### src/rtl/trx_pkg.sv
// Constants and carrier types for the table-read transfer execution unit.
// Assumes a 10-bit instruction word and one instruction cycle per sys_clk
// edge on which instr_valid is high.
package trx_pkg;

   localparam int         INSTR_W        = 10;
   localparam int         PAGE_W         = 6;
   localparam int         PCL_W          = 7;
   localparam int         PC_W           = PAGE_W + PCL_W;
   localparam int         NIB_W          = 4;
   localparam int         DREG_W         = 3;
   localparam int         SP_W           = 3;
   localparam int         STACK_DEPTH    = 8;

   localparam logic [3:0] TABLE_OP_HI    = 4'h2;
   localparam int         TABLE_OP_LSB   = 6;
   localparam logic [9:0] PRESC_READ_OP  = 10'h275;
   localparam logic [9:0] SERIAL_READ_OP = 10'h278;
   localparam int         TABLE_CYCLES   = 3;
   localparam logic [5:0] PAGE_LIMIT     = 6'h1f;

   localparam int         ROM_D_HI       = 9;
   localparam int         ROM_D_LO       = 8;
   localparam int         ROM_B_HI       = 7;
   localparam int         ROM_B_LO       = 4;
   localparam int         ROM_A_HI       = 3;
   localparam int         ROM_A_LO       = 0;
   localparam int         DREG_CLR_BIT   = 2;

   localparam logic [PC_W-1:0]   PC_RESET  = 13'h0000;
   localparam logic [SP_W-1:0]   SP_RESET  = 3'h7;
   localparam logic [NIB_W-1:0]  NIB_RESET = 4'h0;
   localparam logic [DREG_W-1:0] D_RESET   = 3'h0;

   typedef enum logic [1:0] {
      TRX_IDLE,
      TRX_FETCH,
      TRX_RESTORE
   } trx_state_t;

   // Working registers of the core touched by these instructions
   typedef struct packed {
      logic [NIB_W-1:0]  acc;
      logic [NIB_W-1:0]  breg;
      logic [DREG_W-1:0] dreg;
   } trx_regs_t;

   // Program memory fetch port
   typedef struct packed {
      logic            req;
      logic [PC_W-1:0] addr;
   } trx_rom_req_t;

endpackage

### src/rtl/trx_stack.sv
// Return stack: flip-flop storage addressed by the stack pointer.
// Assumes one push or read per cycle, written by the executing unit only.
`timescale 1ns/1ns
`default_nettype none

module trx_stack #(
   parameter int DEPTH = trx_pkg::STACK_DEPTH,
   parameter int WIDTH = trx_pkg::PC_W,
   parameter int AW    = trx_pkg::SP_W
) (
   input  wire logic             sys_clk,
   input  wire logic             reset,
   input  wire logic             wr_en,
   input  wire logic [AW-1:0]    wr_idx,
   input  wire logic [WIDTH-1:0] wr_data,
   input  wire logic [AW-1:0]    rd_idx,
   output logic      [WIDTH-1:0] rd_data
);

   typedef struct packed {
      logic [DEPTH-1:0][WIDTH-1:0] mem;
   } trx_stack_st_t;

   trx_stack_st_t st_ff;
   trx_stack_st_t nxt_st;

   always_comb
   begin
      nxt_st = st_ff;
      if (wr_en)
      begin
         nxt_st.mem[wr_idx] = wr_data;
      end
   end

   always_ff @(posedge sys_clk or posedge reset)
   begin
      if (reset)
      begin
         st_ff <= '0;
      end
      else
      begin
         st_ff <= nxt_st;
      end
   end

   assign rd_data = st_ff.mem[rd_idx];

endmodule

`default_nettype wire

### src/rtl/trx_exec.sv
// Execution unit for the table read, prescaler read and serial read
// instructions of a 4-bit core. Assumes the instruction word arrives with
// instr_valid for one cycle, and that ROM data is valid in the cycle that
// rom.req is high. busy holds off the next instruction during a table read.
`timescale 1ns/1ns
`default_nettype none

module trx_exec #(
   parameter int DEPTH = trx_pkg::STACK_DEPTH
) (
   input  wire logic                       sys_clk,
   input  wire logic                       reset,
   input  wire logic                       instr_valid,
   input  wire logic [trx_pkg::INSTR_W-1:0] instr,
   input  wire logic [trx_pkg::PC_W-1:0]   pc_in,
   input  wire logic [7:0]                 prescaler_count,
   input  wire logic [7:0]                 serial_shift,
   input  wire logic [trx_pkg::INSTR_W-1:0] rom_data,
   output trx_pkg::trx_rom_req_t           rom,
   output trx_pkg::trx_regs_t              regs,
   output logic [trx_pkg::PC_W-1:0]        pc_out,
   output logic                            pc_load,
   output logic [trx_pkg::SP_W-1:0]        stack_pointer,
   output logic                            page_range_err,
   output logic                            busy
);

   //----------------------------------------------------------------------
   // State
   //----------------------------------------------------------------------
   typedef struct packed {
      trx_pkg::trx_state_t   fsm;
      trx_pkg::trx_regs_t    regs;
      logic [trx_pkg::SP_W-1:0] sp;
      logic [trx_pkg::PC_W-1:0] pc;
      logic                  pc_load;
      trx_pkg::trx_rom_req_t rom;
      logic                  page_err;
   } trx_st_t;

   trx_st_t st_ff;
   trx_st_t nxt_st;

   logic                     is_table;
   logic                     is_presc;
   logic                     is_serial;
   logic                     push_en;
   logic [trx_pkg::PC_W-1:0] stack_rd;

   //----------------------------------------------------------------------
   // Decode
   //----------------------------------------------------------------------
   assign is_table  = instr[trx_pkg::INSTR_W-1:trx_pkg::TABLE_OP_LSB]
                      == trx_pkg::TABLE_OP_HI;
   assign is_presc  = instr == trx_pkg::PRESC_READ_OP;
   assign is_serial = instr == trx_pkg::SERIAL_READ_OP;
   assign push_en   = instr_valid && is_table
                      && (st_ff.fsm == trx_pkg::TRX_IDLE);

   trx_stack #(
      .DEPTH   (DEPTH),
      .WIDTH   (trx_pkg::PC_W),
      .AW      (trx_pkg::SP_W)
   ) u_return_stack (
      .sys_clk (sys_clk),
      .reset   (reset),
      .wr_en   (push_en),
      .wr_idx  (st_ff.sp + 3'h1),
      .wr_data (pc_in),
      .rd_idx  (st_ff.sp),
      .rd_data (stack_rd)
   );

   //----------------------------------------------------------------------
   // Next state
   //----------------------------------------------------------------------
   always_comb
   begin
      nxt_st         = st_ff;
      nxt_st.pc_load = 1'b0;
      nxt_st.rom.req = 1'b0;
      unique case (st_ff.fsm)
         trx_pkg::TRX_IDLE:
         begin
            if (instr_valid && is_table)
            begin
               // Cycle 1: push PC, form table address
               nxt_st.sp       = st_ff.sp + 3'h1;
               nxt_st.rom.addr = {instr[trx_pkg::PAGE_W-1:0],
                                  st_ff.regs.dreg,
                                  st_ff.regs.acc};
               nxt_st.rom.req  = 1'b1;
               nxt_st.page_err = instr[trx_pkg::PAGE_W-1:0]
                                 > trx_pkg::PAGE_LIMIT;
               nxt_st.fsm      = trx_pkg::TRX_FETCH;
            end
            else if (instr_valid && is_presc)
            begin
               nxt_st.regs.breg = prescaler_count[7:4];
               nxt_st.regs.acc  = prescaler_count[3:0];
            end
            else if (instr_valid && is_serial)
            begin
               nxt_st.regs.breg = serial_shift[7:4];
               nxt_st.regs.acc  = serial_shift[3:0];
            end
         end
         trx_pkg::TRX_FETCH:
         begin
            // Cycle 2: ROM word lands in D, B and A
            nxt_st.regs.dreg[trx_pkg::DREG_CLR_BIT] = 1'b0;
            nxt_st.regs.dreg[1:0] =
               rom_data[trx_pkg::ROM_D_HI:trx_pkg::ROM_D_LO];
            nxt_st.regs.breg =
               rom_data[trx_pkg::ROM_B_HI:trx_pkg::ROM_B_LO];
            nxt_st.regs.acc  =
               rom_data[trx_pkg::ROM_A_HI:trx_pkg::ROM_A_LO];
            nxt_st.fsm       = trx_pkg::TRX_RESTORE;
         end
         trx_pkg::TRX_RESTORE:
         begin
            // Cycle 3: restore PC from stack, then pop
            nxt_st.pc      = stack_rd;
            nxt_st.pc_load = 1'b1;
            nxt_st.sp      = st_ff.sp - 3'h1;
            nxt_st.fsm     = trx_pkg::TRX_IDLE;
         end
      endcase
   end

   always_ff @(posedge sys_clk or posedge reset)
   begin
      if (reset)
      begin
         st_ff.fsm      <= trx_pkg::TRX_IDLE;
         st_ff.regs     <= '{acc:  trx_pkg::NIB_RESET,
                             breg: trx_pkg::NIB_RESET,
                             dreg: trx_pkg::D_RESET};
         st_ff.sp       <= trx_pkg::SP_RESET;
         st_ff.pc       <= trx_pkg::PC_RESET;
         st_ff.pc_load  <= 1'b0;
         st_ff.rom      <= '0;
         st_ff.page_err <= 1'b0;
      end
      else
      begin
         st_ff <= nxt_st;
      end
   end

   //----------------------------------------------------------------------
   // Outputs
   //----------------------------------------------------------------------
   assign rom            = st_ff.rom;
   assign regs           = st_ff.regs;
   assign pc_out         = st_ff.pc;
   assign pc_load        = st_ff.pc_load;
   assign stack_pointer  = st_ff.sp;
   assign page_range_err = st_ff.page_err;
   assign busy           = st_ff.fsm != trx_pkg::TRX_IDLE;

endmodule

`default_nettype wire

### config.mk
export PLATFORM = sky130hd
export DESIGN_NAME = trx_exec
export DESIGN_NICKNAME = d
export VERILOG_FILES = /design/src/rtl/trx_pkg.sv /design/src/rtl/trx_stack.sv /design/src/rtl/trx_exec.sv
export SDC_FILE = /design/constraint.sdc
export NUM_CORES = 1
export LEC_CHECK = 0
export BUFFER_PORTS_ARGS = -buffer_cell sky130_fd_sc_hd__buf_2
export CAP_MARGIN = 25
export CORE_UTILIZATION = 40
export CTS_BUF_LIST = sky130_fd_sc_hd__clkbuf_4
export DETAILED_ROUTE_END_ITERATION = 8
export GPL_TIMING_DRIVEN = 1
export HOLD_SLACK_MARGIN = 0.06
export PLACE_DENSITY_LB_ADDON = 0.15
export SYNTH_ARGS = -nofsm -noshare
export SYNTH_HDL_FRONTEND = slang
export SYNTH_SLANG_ARGS = --single-unit
### constraint.sdc
create_clock -name sys_clk -period 5.6 [get_ports sys_clk]
set_input_delay 1.12 -clock sys_clk [delete_from_list [all_inputs] [get_ports sys_clk]]
set_output_delay 1.12 -clock sys_clk [all_outputs]
set_load 0.01 [all_outputs]
; Yosys cells after proc, flatten, opt, wreduce, memory -nomap -nowiden
; Index checks and enable logic that the tools add are counted.
[classes]
eq_ne = 8
reduce_logical = 12
order_cmp = 4
muxes = 16
add_sub_neg = 2
[ops]
columns = operator, n
row1 = $bwmux 104, 1
row2 = $bmux 13 s3, 1
row3 = $demux 13 s3, 1
row4 = $mux 15, 2
row5 = $mux 13, 2
row6 = $mux 8, 3
row7 = $eq 10x10->1 const B, 2
row8 = $pmux 8 s2, 1
row9 = $lt 3x4->1 const B, 2
row10 = $gt 6x5->1 const B, 1
row11 = $pmux 2 s3, 1
row12 = $pmux 3 s2, 1
row13 = $reduce_bool 2->1, 3
row14 = $logic_and 1x1->1, 5
row15 = $eq 4x2->1 const B, 1
row16 = $ne 2x2->1 const B, 2
row17 = $reduce_and 2->1, 2
row18 = $add 3x1->3 const B, 1
row19 = $ge 3x1->1 const B, 1
row20 = $mux 3, 1
row21 = $ne 3x1->1 const B, 1
row22 = $reduce_and 3->1, 1
row23 = $sub 3x1->3 const B, 1
row24 = $eq 2x1->1 const B, 1
row25 = 4 further kinds, 4
[word_totals]
regBits = 147
in_bits = 52
wordCells = 60
out_inout_bits = 44

; Depth between registers and ports, before layout
[depth]
word_depth = 6
depth_mapped = 8
ltp_nobuf = 6

; Hierarchy
; From an unflattened synthesis, not the netlist that was laid out.
[unflattened]
cells_unflattened = 457
area_unflattened_um2 = 7130.6
[modules_own_cells]
columns = mod, seq_area_each_um2, cells_per_inst, instances, area_each_um2
row1 = trx_stack, 2602.5, 271, 1, 4785.8
row2 = trx_exec, 1079.8, 186, 1, 2344.7

; Worst setup path after synthesis
; No wires, ideal clock.
[synth_path]
path_kind = register -> register
from = reg st_ff (netlist bit stack_pointer[1])
to = reg u_return_stack.st_ff[103] (netlist bit)
setup_time_ns = 0.125
path_stages_with_launch = 9
arrival_time_ns = 2.768
path_slack_ns = 2.707
required_time_ns = 5.475
period_less_slack_ns = 2.893
cell_sequence = dfstp_2 > clkbuf_1 > clkbuf_1 > inv_1 > ha_1 > nand4_1 > nor3_1 > buf_2 > mux2_2
[synth_via]
elab_chain_len = 6
elab_cells_between_ends = 7
cone_classes = add/sub: 1 / order compare: 2 / mux: 3 / reduce/logical: 1
[synth_rtl]
columns = item, line_no
row1 = "start, declared", trx_exec.sv:41  ; trx_st_t st_ff;
row2 = "start signal, assigned", trx_exec.sv:147  ; st_ff <= nxt_st;
row3 = $add 3x1->3 *, trx_exec.sv:68  ; .wr_idx (st_ff.sp + 3'h1),
row4 = $lt 3x4->1 (not written as such) / $ge 3x1->1 (equally long branches), trx_stack.sv:32  ; nxt_st.mem[wr_idx] = wr_data;
row5 = $logic_and 1x1->1 (not written as such), trx_stack.sv:32
row6 = $mux 13 (not written as such), trx_stack.sv:32
row7 = $demux 13 s3 *, n/a
row8 = $bwmux 104 *, trx_stack.sv:32
row9 = "end signal, assigned", trx_stack.sv:44  ; st_ff <= nxt_st;
row10 = "end, declared", trx_stack.sv:24  ; trx_stack_st_t st_ff;
; Mark *: on every way between the ends. The rest lies on a longest branch, timed or not.
; A chain may end at the register's enable or synchronous reset.

; Worst setup path in the final report
[layout_path]
from = reg st_ff (netlist bit stack_pointer[1])
to = reg u_return_stack.st_ff[39] (netlist bit)
; The elaborated chain is that of the path after synthesis.

==> flow_results.org <==
** Timing
- The clock arrives with about 11 ps of skew.
- Setup ws final :: about 2000 ps
- Setup repair after global routing left no endpoint under its margin.
- Final hold violation count :: 0
- Measured against its own limit, the worst slew margin works out to 0.322.
- Final Cycle Share :: 0.642
- Actual transition at the worst max-transition pin :: approximately 1000 ps
- Static timing analysis puts the maximum clock frequency at 278 MHz.
- After layout, the minimum clock period comes to between 3000 and 4000 ps.
- Across all hold checks on the routed design, the worst slack comes to just under 500 ps.
- Setup violations remaining at the end of the flow were counted as 0.
- Setup total negative slack on the finished layout was measured at 0 ps.
- Count of pins over their slew limit :: 0

** Clock network
- Root buffer cell :: clkbuf_4
- Post-CTS Setup Bufs :: 0
- The H-tree generated during clock tree synthesis spans 4 levels.
- Post-cts gate resize count :: 0
- After clock tree synthesis, the clock-pin slew on the worst setup and hold paths is 120 ps.
- The clock passes through at most 2 buffers.
- Num CTS Buffers :: 17
- TritonCTS built the clock tree.
- Clock network latency to the later pin of the worst-skew pair :: 520 ps
- For this design, the sink count on the clock tree is around 150.
- # hold bufs at CTS :: 0

** Synth
- In this run, synthesis inferred 0 flip-flops with an integrated enable.
- Fraction of registers with async set or reset after synthesis :: 1.00
- Number of different library cells in the post-synthesis netlist :: 36
- The cell count after synthesis came out at 485.
- Most common flop cell mapped by yosys :: dfrtp_1
- Yosys Warn Count :: 0
- Post-synthesis register bit count :: about 150
- Of the synthesized area, sequential elements account for 0.525.
- Average cell area after synthesis :: roughly 14 um2
- The mapped netlist covers about 0.0070 mm2.

** Routing
- Antenna-violating nets left :: 0
- Number of iterations in the first detailed-routing pass :: 4
- Detailed routing inserted a total of 3981 vias.
- After detailed routing, the average wire length per cell comes to around 18 um.
- The final layout contains routed wiring with a total length of 14000 um.
- Count of routing violations after the opening detailed-route iteration :: 213
- For this run, design rule violations remaining after detail routing come to 0.
- In the routed layout, each cell is associated on average with a via count of between 5 and 6.

** Power
- For this design the ratio of total power to cell area is ~460 mW/mm2.
- P_leak :: 3.86 nW
- Worst supply voltage drop on vdd :: about 210 uV

** Finish
- Core utilization of the finished layout :: 0.451
- Synth-to-layout area growth :: 10.5%
- Most frequent standard cell in the layout excluding fill and tap cells :: dfrtp_1
- After the last flow step, the layout net total stands at around 590.
- After routing the design area is 0.00774 mm2.
- In the final layout, the share of cells above drive strength 1 is 0.544.
- In the layout the commonest cells are dfrtp_1, mux2_2, buf_2.

** Floorplan
- Starting Density :: 0.408
- Row Count :: 48
- Area of the die :: approximately 0.018 mm2
- Number of ports placed on the die boundary :: 96
- Height of the chip :: roughly 130 um
- Chip Width :: between 100 and 150 um
- The region available for standard cell placement spans around 0.017 mm2.

** Global route
- The initial antenna violation count was 2.
- For met2 alone, demand over resource in global routing was 0.258.
- Fraction of met1 tracks used by global routing :: 0.239
- Summed over all layers, the global routing overflow is 0.
- Entering global routing, the biggest net connects between 100 and 150 pins.
- Across every metal layer, demand over resource in global routing totals 0.170.
- Layer with the highest usage :: met2
- The number of global-route vias before repair was 4203.
- Met3 track demand over resource :: 0.0408
- Global-route wire length before repair :: about 23000 um

** Critical path
- Across all register-to-register paths, the minimum setup slack is approximately 2000 ps.
- Tracing the worst setup path back leads to its startpoint at stack_pointer[1].
- For the worst flop-to-flop path, the logic depth is 6.
- Critical register-to-register path startpoint :: stack_pointer[1]
- Worst Setup Path Type :: flop to flop
- Data on the critical path is required at its endpoint by about 6000 ps.
- The endpoint identified for the worst register-to-register timing path is u_return_stack.st_ff[39].
- Data on the critical path arrives at its endpoint at about 4000 ps.
- STA classifies the critical path startpoint as a flop.
- Sort of element at the end of the critical path :: flop
- Along the worst path, the maximum fanout reaches 31.

** Placement
- Detail Placement HPWL :: 8930 um
- The placed instances occupy a cell area of ~0.0074 mm2.
- Routability cong. :: 0.767
- Worst setup timing slack at the placement stage :: 1840 ps
- Buffers placed on the I/O ports in this run total just over 90.

** Status
- The run finished with clean final reports.

** Flow run
- Max-cap violations :: 0

** Hold path
- The worst hold path belongs to the class input port to asynchronous set/reset pin.
## layer usage
metal | vias to the layer above | wire, um
li1 | 1818 | -
met1 | 2043 | 6670
met2 | 102 | 6500
met3 | 16 | 651
met4 | 2 | 206
met5 | - | 13
## critical path, stage by stage, from the launching register on
cell	delay, ps
dfstp_2	1110
inv_1	100
ha_1	490
nand4_1	360
nor3_2	750
buf_4	320
mux2_2	350
## through the flow
stage / instances / power, mW
final: 774 / 3.57
after detailed placement: 740 / 2.92
after floorplan: 486 / 2.69
after global placement: 739 / 2.89
after CTS: 772 / 3.62
after global routing: 774 / 3.82
## worst max path at each step
stage / end / cells past startpoint
2_1_floorplan: page_range_err / 1
3_3_place_gp: u_return_stack.st_ff[66] / 5
3_5_place_dp: u_return_stack.st_ff[66] / 5
4_1_cts: u_return_stack.st_ff[39] / 6
5_1_grt: u_return_stack.st_ff[41] / 6
6_report: u_return_stack.st_ff[39] / 6
## sequential cells by signal (all words and copies together) (netlist names)
signal and flops:
u_return_stack.st_ff 104, pc_out 13, rom 13, regs 10
stack_pointer 3, st_ff 2, page_range_err 1, pc_load 1
## report_power, final
group	switching, mW	internal, mW
Combinational	0.563	0.661
Sequential	0.251	1.41
Clock	0.363	0.319
Total	1.18	2.39
## final cells by class
cell class                 count  area [um2]
fill                        1552        9430
sequential                   147        3680
multi-input combinational    252        2860
timing repair buffer         101         566
tap                          225         282
clock buffer                  20         150
clock inverter                12         140
inverter                      16        65.1
antenna                        1        2.50
## synthesized netlist by cell type, drive strengths merged, types with 5 or more instances
cell type    n  area [um2]
a21oi       15        75.1
dfrtp      144        3600
mux4        26         586
a311oi       8        70.1
clkbuf      13        48.8
buf         58         403
mux2       128        1520
inv         16        60.1
nand2        5        18.8
nor2        17        63.8
a221o        8        80.1
ha           5        62.6
mux2i       13         130
## kinds of logic (layout without fill, tap and decap cells)
logic type / Yosys count / in the layout / synth area share
multiplexers: 167 / 167 / 0.319
XOR/XNOR: 4 / 4 / 0.00500
buffers and inverters: 87 / 149 / 0.0730
flip-flops: 147 / 147 / 0.525
AO/OA/AOI/OAI: 36 / 36 / 0.0380
adder cells (fa/ha/maj): 5 / 5 / 0.00893
AND/OR/NAND/NOR: 38 / 38 / 0.0305
other: 1 / 3 / 0.000535
No activity file was read; power rests on OpenSTA's default activity.
